<file path="src/verilog/port_ctrl_pkg.sv">
/*
 Package for the per-port interrupt mask and loopback control block.
 Holds register indices, byte addresses, field positions, reset values
 and bus encodings. Assumes a 32-bit AHB-Lite register bus.
*/
package port_ctrl_pkg;

	// ----------------------------------------------------------------
	// Register indices (printed offsets, port 1) and byte addresses
	// ----------------------------------------------------------------
	localparam logic [15:0] IRQ_STATUS_IDX = 16'h101B;
	localparam logic [15:0] IRQ_MASK_IDX = 16'h101F;
	localparam logic [15:0] OP_CTRL_IDX = 16'h1020;
	localparam logic [31:0] IRQ_STATUS_ADDR = {14'h0000, IRQ_STATUS_IDX, 2'b00};
	localparam logic [31:0] IRQ_MASK_ADDR = {14'h0000, IRQ_MASK_IDX, 2'b00};
	localparam logic [31:0] OP_CTRL_ADDR = {14'h0000, OP_CTRL_IDX, 2'b00};

	// ----------------------------------------------------------------
	// Field positions
	// ----------------------------------------------------------------
	localparam int ACL_BIT = 0;
	localparam int PHY_BIT = 1;
	localparam int TAIL_TAG_BIT = 2;
	localparam int REMOTE_LB_BIT = 6;
	localparam int LOCAL_LB_BIT = 7;

	// ----------------------------------------------------------------
	// Writable masks and reset values
	// ----------------------------------------------------------------
	localparam logic [7:0] IRQ_MASK_WMASK = 8'h03;
	localparam logic [7:0] OP_CTRL_WMASK = 8'hC4;
	localparam logic [7:0] IRQ_MASK_RESET = 8'h00;
	localparam logic [7:0] OP_CTRL_RESET = 8'h00;
	localparam logic [7:0] IRQ_STATUS_RESET = 8'h00;
	localparam logic [7:0] DATA_RESET = 8'h00;

	// ----------------------------------------------------------------
	// Bus encodings and bus-phase state
	// ----------------------------------------------------------------
	localparam logic [1:0] HTRANS_NONSEQ = 2'h2;
	localparam logic HRESP_OKAY = 1'b0;

	typedef enum logic [1:0] {
		PH_IDLE = 2'b00,
		PH_WRITE = 2'b01,
		PH_READ = 2'b10
	} bus_phase_t;

endpackage

</file>
<file path="src/verilog/loopback_ctrl_if.sv">
/*
 Interface carrying loopback and host-port controls from the register
 bank to the port datapath. Assumes both ends share one clock.
*/
`timescale 1ns/1ps

interface loopback_ctrl_if;
	logic local_lb;
	logic remote_lb;
	logic tail_tag_en;

	modport regs
	(
		output local_lb,
		output remote_lb,
		output tail_tag_en
	);

	modport path
	(
		input local_lb,
		input remote_lb,
		input tail_tag_en
	);
endinterface // loopback_ctrl_if

</file>
<file path="src/verilog/port_loopback_path.sv">
/*
 Port datapath that steers byte streams for local and remote loopback.
 Assumes all streams are on hclk and that line data is already retimed
 by the MAC front end.
*/
`timescale 1ns/1ps

module port_loopback_path
	import port_ctrl_pkg::*;
(
	input wire logic hclk,
	input wire logic hresetn,
	loopback_ctrl_if.path ctl,
	input wire logic [7:0] fab_eg_data,
	input wire logic fab_eg_valid,
	input wire logic [7:0] line_rx_data,
	input wire logic line_rx_valid,
	output logic [7:0] fab_in_data,
	output logic fab_in_valid,
	output logic [7:0] line_tx_data,
	output logic line_tx_valid,
	output logic host_port
);

	typedef struct packed {
		logic [7:0] fab_in_data;
		logic fab_in_valid;
		logic [7:0] line_tx_data;
		logic line_tx_valid;
		logic host_port;
	} path_state_t;

	path_state_t s_reg;
	path_state_t s_next;

	// ----------------------------------------------------------------
	// Steering
	// ----------------------------------------------------------------
	always_comb
	begin
		s_next = s_reg;
		s_next.host_port = ctl.tail_tag_en;
		// Remote loopback has no elastic buffer: line data returns one cycle later
		if (ctl.remote_lb)
		begin
			s_next.line_tx_data = line_rx_data;
			s_next.line_tx_valid = line_rx_valid;
		end
		else if (ctl.local_lb)
		begin
			s_next.line_tx_data = DATA_RESET;
			s_next.line_tx_valid = 1'b0;
		end
		else
		begin
			s_next.line_tx_data = fab_eg_data;
			s_next.line_tx_valid = fab_eg_valid;
		end
		if (ctl.local_lb)
		begin
			s_next.fab_in_data = fab_eg_data;
			s_next.fab_in_valid = fab_eg_valid;
		end
		else if (ctl.remote_lb)
		begin
			s_next.fab_in_data = DATA_RESET;
			s_next.fab_in_valid = 1'b0;
		end
		else
		begin
			s_next.fab_in_data = line_rx_data;
			s_next.fab_in_valid = line_rx_valid;
		end
	end

	always_ff @(posedge hclk or negedge hresetn)
	begin
		if (!hresetn)
			s_reg <= '0;
		else
			s_reg <= s_next;
	end

	assign fab_in_data = s_reg.fab_in_data;
	assign fab_in_valid = s_reg.fab_in_valid;
	assign line_tx_data = s_reg.line_tx_data;
	assign line_tx_valid = s_reg.line_tx_valid;
	assign host_port = s_reg.host_port;

endmodule // port_loopback_path

</file>
<file path="src/verilog/port_ctrl.sv">
/*
 Per-port interrupt mask, interrupt status and operation control bank
 with an AHB-Lite slave, plus the loopback datapath.
 Assumes one 50 MHz hclk, a single AHB-Lite master and same-clock
 event pulses from the PHY and ACL logic.
*/
// Added by the designer: the AHB-Lite interface to the registers.
`timescale 1ns/1ps

module port_ctrl
	import port_ctrl_pkg::*;
#(
	parameter bit HAS_PHY = 1'b1
)
(
	input wire logic hclk,
	input wire logic hresetn,
	input wire logic hsel,
	input wire logic [31:0] haddr,
	input wire logic [1:0] htrans,
	input wire logic hwrite,
	input wire logic [2:0] hsize,
	input wire logic [31:0] hwdata,
	input wire logic hready,
	output logic hreadyout,
	output logic hresp,
	output logic [31:0] hrdata,
	input wire logic phy_irq_event,
	input wire logic acl_irq_event,
	output logic irq,
	input wire logic [7:0] fab_eg_data,
	input wire logic fab_eg_valid,
	input wire logic [7:0] line_rx_data,
	input wire logic line_rx_valid,
	output logic [7:0] fab_in_data,
	output logic fab_in_valid,
	output logic [7:0] line_tx_data,
	output logic line_tx_valid,
	output logic host_port
);

	// ----------------------------------------------------------------
	// State
	// ----------------------------------------------------------------
	typedef struct packed {
		bus_phase_t phase;
		logic [31:0] addr;
		logic [7:0] irq_mask;
		logic [7:0] op_ctrl;
		logic [7:0] irq_status;
		logic [31:0] rdata;
		logic irq;
	} bank_state_t;

	bank_state_t s_reg;
	bank_state_t s_next;

	logic addr_phase;
	logic [7:0] events;
	logic [7:0] wbyte;
	logic [7:0] rd_byte;

	loopback_ctrl_if lb_if ();

	// ----------------------------------------------------------------
	// Event collection
	// ----------------------------------------------------------------
	always_comb
	begin
		events = 8'h00;
		events[ACL_BIT] = acl_irq_event;
		// A port without a PHY never raises the PHY source
		events[PHY_BIT] = phy_irq_event & HAS_PHY;
	end

	assign addr_phase = hsel & hready & htrans[1];
	assign wbyte = hwdata[7:0];

	// ----------------------------------------------------------------
	// Next state
	// ----------------------------------------------------------------
	always_comb
	begin
		s_next = s_reg;
		rd_byte = 8'h00;

		// Data phase of a write lands here
		if (s_reg.phase == PH_WRITE)
		begin
			if (s_reg.addr == IRQ_MASK_ADDR)
			begin
				s_next.irq_mask = wbyte & IRQ_MASK_WMASK;
			end
			else if (s_reg.addr == OP_CTRL_ADDR)
			begin
				s_next.op_ctrl = wbyte & OP_CTRL_WMASK;
			end
			else if (s_reg.addr == IRQ_STATUS_ADDR)
			begin
				s_next.irq_status = s_reg.irq_status & ~wbyte;
			end
		end

		// A new event wins over a clear in the same cycle
		s_next.irq_status = s_next.irq_status | events;

		// Address phase: pick the next data phase
		if (addr_phase)
		begin
			s_next.addr = haddr;
			if (hwrite)
				s_next.phase = PH_WRITE;
			else
				s_next.phase = PH_READ;
		end
		else
		begin
			s_next.phase = PH_IDLE;
		end

		// Read data is taken from the post-write copy so that a read right
		// after a write to the same register returns the new value.
		if (addr_phase && !hwrite)
		begin
			if (haddr == IRQ_MASK_ADDR)
			begin
				rd_byte = s_next.irq_mask;
			end
			else if (haddr == OP_CTRL_ADDR)
			begin
				rd_byte = s_next.op_ctrl;
			end
			else if (haddr == IRQ_STATUS_ADDR)
			begin
				rd_byte = s_next.irq_status;
			end
			else
			begin
				rd_byte = 8'h00;
			end
			s_next.rdata = {24'h000000, rd_byte};
		end

		// Mask 0 enables, mask 1 blocks
		s_next.irq = |(s_next.irq_status & ~s_next.irq_mask);
	end

	// ----------------------------------------------------------------
	// Registers
	// ----------------------------------------------------------------
	always_ff @(posedge hclk or negedge hresetn)
	begin
		if (!hresetn)
		begin
			s_reg.phase <= PH_IDLE;
			s_reg.addr <= 32'h00000000;
			s_reg.irq_mask <= IRQ_MASK_RESET;
			s_reg.op_ctrl <= OP_CTRL_RESET;
			s_reg.irq_status <= IRQ_STATUS_RESET;
			s_reg.rdata <= 32'h00000000;
			s_reg.irq <= 1'b0;
		end
		else
		begin
			s_reg <= s_next;
		end
	end

	// ----------------------------------------------------------------
	// Outputs
	// ----------------------------------------------------------------
	// Zero wait states: every transfer completes in its first data phase
	assign hreadyout = 1'b1;
	assign hresp = HRESP_OKAY;
	assign hrdata = s_reg.rdata;
	assign irq = s_reg.irq;

	assign lb_if.local_lb = s_reg.op_ctrl[LOCAL_LB_BIT];
	assign lb_if.remote_lb = s_reg.op_ctrl[REMOTE_LB_BIT];
	assign lb_if.tail_tag_en = s_reg.op_ctrl[TAIL_TAG_BIT];

	// ----------------------------------------------------------------
	// Datapath
	// ----------------------------------------------------------------
	port_loopback_path u_path
	(
		.hclk(hclk),
		.hresetn(hresetn),
		.ctl(lb_if.path),
		.fab_eg_data(fab_eg_data),
		.fab_eg_valid(fab_eg_valid),
		.line_rx_data(line_rx_data),
		.line_rx_valid(line_rx_valid),
		.fab_in_data(fab_in_data),
		.fab_in_valid(fab_in_valid),
		.line_tx_data(line_tx_data),
		.line_tx_valid(line_tx_valid),
		.host_port(host_port)
	);

endmodule // port_ctrl

</file>
<file path="config.mk">
export PLATFORM = sky130hd
export DESIGN_NAME = port_ctrl
export DESIGN_NICKNAME = d
export VERILOG_FILES = /design/src/verilog/port_ctrl_pkg.sv /design/src/verilog/loopback_ctrl_if.sv /design/src/verilog/port_loopback_path.sv /design/src/verilog/port_ctrl.sv
export SDC_FILE = /design/constraint.sdc
export NUM_CORES = 1
export LEC_CHECK = 0
export BUFFER_PORTS_ARGS = -buffer_cell sky130_fd_sc_hd__buf_2
export CAP_MARGIN = 20
export CORE_AREA = 8 8 104 106
export CTS_CLUSTER_DIAMETER = 200
export DETAILED_ROUTE_END_ITERATION = 7
export DIE_AREA = 0 0 112 114
export PLACE_DENSITY = 0.78
export SLEW_MARGIN = 20
export SYNTH_ARGS = -nofsm -noshare
export SYNTH_HDL_FRONTEND = slang
export SYNTH_HIERARCHICAL = 1
export SYNTH_SLANG_ARGS = --single-unit
</file>
<file path="constraint.sdc">
create_clock -name hclk -period 2 [get_ports hclk]
set_input_delay 0.2 -clock hclk [delete_from_list [all_inputs] [get_ports hclk]]
set_output_delay 0.2 -clock hclk [all_outputs]
set_load 0.02 [all_outputs]
</file>
==> impl_results.md <==
* Status: finished with violations
* Failing checks: setup timing
* Total Wirelength at between 10 and 15 mm
* Floorplan row count at 35
* Num CTS Buffers at 9
* Maximum clock rate at approximately 430 MHz
* Measured slew at the worst slew-check pin at 583 ps
* First-pass GRT wire length at between 15 and 20 mm
* Worst endpoint required time at between 2000 and 2500 ps
* Pleak at between 2 and 2.5 nW
* # setup viols final at 13
* Post-synth ARST share at 100%
* Hold Path Class: in2reg
* Tcrit/Tclk final at 116%
* Starting Density at 43.0%
* Pins Over Slew Limit at 0
* Drt initial violations at roughly 160
* HPWL Detailed at about 7.3 mm
* CP max FO at 6
* Post-route cell area at ~5100 um^2
* Detailed-route vias per instance at roughly 5.2
* WHS at ~76 ps
* Setup crit end kind: flop
* CTS sink cnt at 86
* CP Launch Type: flop
* Pin count of the biggest net entering global routing at between 40 and 50
* Placeable Area at 9110 um^2
* RSZ-0062 raised after global routing: true
* Area grow syn2layout at 30.5%
* Cells after Synth at between 300 and 400
* Final TNS setup at -2020 ps
* Gr usage total at between 10% and 20%
* Via count at a little under 3000
* Fin crit period at around 2300 ps
* Clk_skew at ~7.4 ps
* Sequential area share after synthesis at between 50% and 60%
* Initial antenna violation count at 1
* Share of cells above drive strength 1 at between 40 and 50%
* DR pass1 iterations at 4
* Grt ovf at 0
* Yosys warns at 6
* IO Pins at approximately 150
* Max reg flops at 55
* Htree depth at 3
* Maximum vdd ir drop at just over 0.0003 V
* CTS Root Cell: clkbuf_8
* Synth unique cells at 46
* Total power at slightly below 4 mW
* Setup CP Type: reg2reg
* Clock transition at path regs at about 80 ps
* Relative slew slack at approximately three fifths
* Die Y at around 110 um
* Fin. Hold Viols at 0
* Die X at approximately 110 um
* R2R setup slack at -310 ps
* Longest Clk Path Bufs at 2
* # Max-Cap Violations at 0
* Vias in the first global route at 3165
* Synth Register Bits at 86
* TritonCTS clock tree: built
* Syn Std Cell Area at 3910 um^2
* Die area at 12800 um^2
* Filler instances at 727
* Final WS setup at -311 ps
* PortBufs at 93
* Nets at 543
* Post-synth EDFFs at 0
* Clk_lat worst skew at 350 ps
* Syn Area/Cell at about 12 um^2
* Placed cell areas at about 4600 um^2
* DRC viols at 0
* Final RePlAce weighted congestion at 0.867
* Avg WL per Cell at approximately 18 um
* Post-route ant nets at 0
* Commonest register cell after synthesis: dfrtp_1
* Power Dens Cells at approximately 770 nW/um^2
* Critical Path AT at roughly 2500 ps
-- what timing repair did --
action	4_1_cts	5_1_grt
endpoints found under the setup margin	14	24
setup buffers	0	6
gates resized for setup	10	40
hold buffers	1	0
gates cloned	0	1
pin swaps	5	19
endpoints found under the hold margin	43	0
-- layout make-up --
cell class	instances	area, um^2	share of cell area (%)
sequential	86	2150	42.1
tap	111	139	2.72
antenna	1	2.50	0.0490
timing repair buffer	133	818	16.0
clock buffer	12	145	2.84
inverter	13	48.8	0.956
multi-input combinational	206	1730	33.9
clock inverter	3	68.8	1.35
-- worst paths after layout --
path,from,to,depth (start not counted)
worst max-delay path,s_reg[87]$_DFFE_PN0P_,irq$_DFF_PN0_,6
worst min-delay path,line_rx_data[6],u_path/fab_in_data[6]$_DFF_PN0_,2
worst max register to register,s_reg[87]$_DFFE_PN0P_,irq$_DFF_PN0_,6
worst min register to register,lb_if.tail_tag_en$_DFF_PN0_,u_path/host_port$_DFF_PN0_,0
max in group asynchronous,hresetn,s_reg[38]$_DFF_PN0_,3
min in group asynchronous,hresetn,u_path/fab_in_data[6]$_DFF_PN0_,2
-- layer usage --
layer / vias to the layer above / global-route usage [%] / share of wire (%)
met5: - / 0 / 0
met4: 0 / 7.19 / 1.9
met3: 15 / 4.07 / 6.1
met2: 106 / 27.6 / 52
met1: 1466 / 16.7 / 40
li1: 1365 / - / -
-- placed cells by master (no fill, tap or decap), types with 10 or more instances in the layout --
cell type and count:
buf_2 92, dfrtp_1 86, mux2_2 32, buf_4 32, conb_1 26, a22o_1 16
nor2_1 15, inv_1 13, nand2_1 13, clkbuf_8 10
-- through the flow --
stage	std cells	util, %	worst slack [ps]
floorplan	350	-	-51.0
global placement	541	50.6	-327
detailed placement	541	50.6	-359
CTS	557	53.6	-265
global route	565	56.1	-410
finish	565	56.1	-311
-- report_power, final --
| group | internal, mW | leakage, nW | switching, mW |
|---|---|---|---|
| sequential | 1.91 | 1.05 | 0.111 |
| clock | 0.735 | 0.107 | 0.582 |
| combinational | 0.279 | 1.31 | 0.326 |
-- cell families after synthesis --
logic type | share of synthesized area (%)
simple gates | 14.1
mux | 10.7
flops | 55.0
other cells | 0.192
buf+inv | 9.43
compound gates | 10.5
-- cells in the mapped netlist, types with 2 or more instances --
library cell / instances / area [um^2]
a21boi_1: 3 / 22.5
and4_1: 2 / 17.5
nor4_2: 4 / 50.1
dfrtp_1: 86 / 2150
o41ai_2: 2 / 32.5
nor2b_1: 6 / 37.5
and2_1: 6 / 37.5
a22o_1: 16 / 140
o21ai_0: 3 / 15.0
inv_1: 13 / 48.8
buf_4: 35 / 263
nor3_1: 8 / 40.0
a22oi_1: 4 / 30.0
a211oi_1: 5 / 37.5
nand2_1: 16 / 60.1
a21oi_1: 4 / 20.0
conb_1: 2 / 7.51
a221oi_1: 3 / 26.3
nand2b_1: 5 / 31.3
clkbuf_1: 5 / 18.8
mux2_2: 36 / 405
nor2_1: 16 / 60.1
o41ai_1: 3 / 26.3
buf_2: 3 / 15.0
o2111ai_1: 2 / 17.5
o21ai_1: 2 / 10.0
nand3_1: 3 / 15.0
nand4_1: 3 / 18.8
nor4_1: 13 / 81.3
-- worst max-delay path, cell delays in order, from the launching register on --
cell and delay [ps]:
dfrtp_1 400, nor4_2 310, nand3_1 190, or4_4 590, buf_4 190, o41ai_2 350
o2111ai_1 150
No activity file was read; power rests on OpenSTA's default activity.
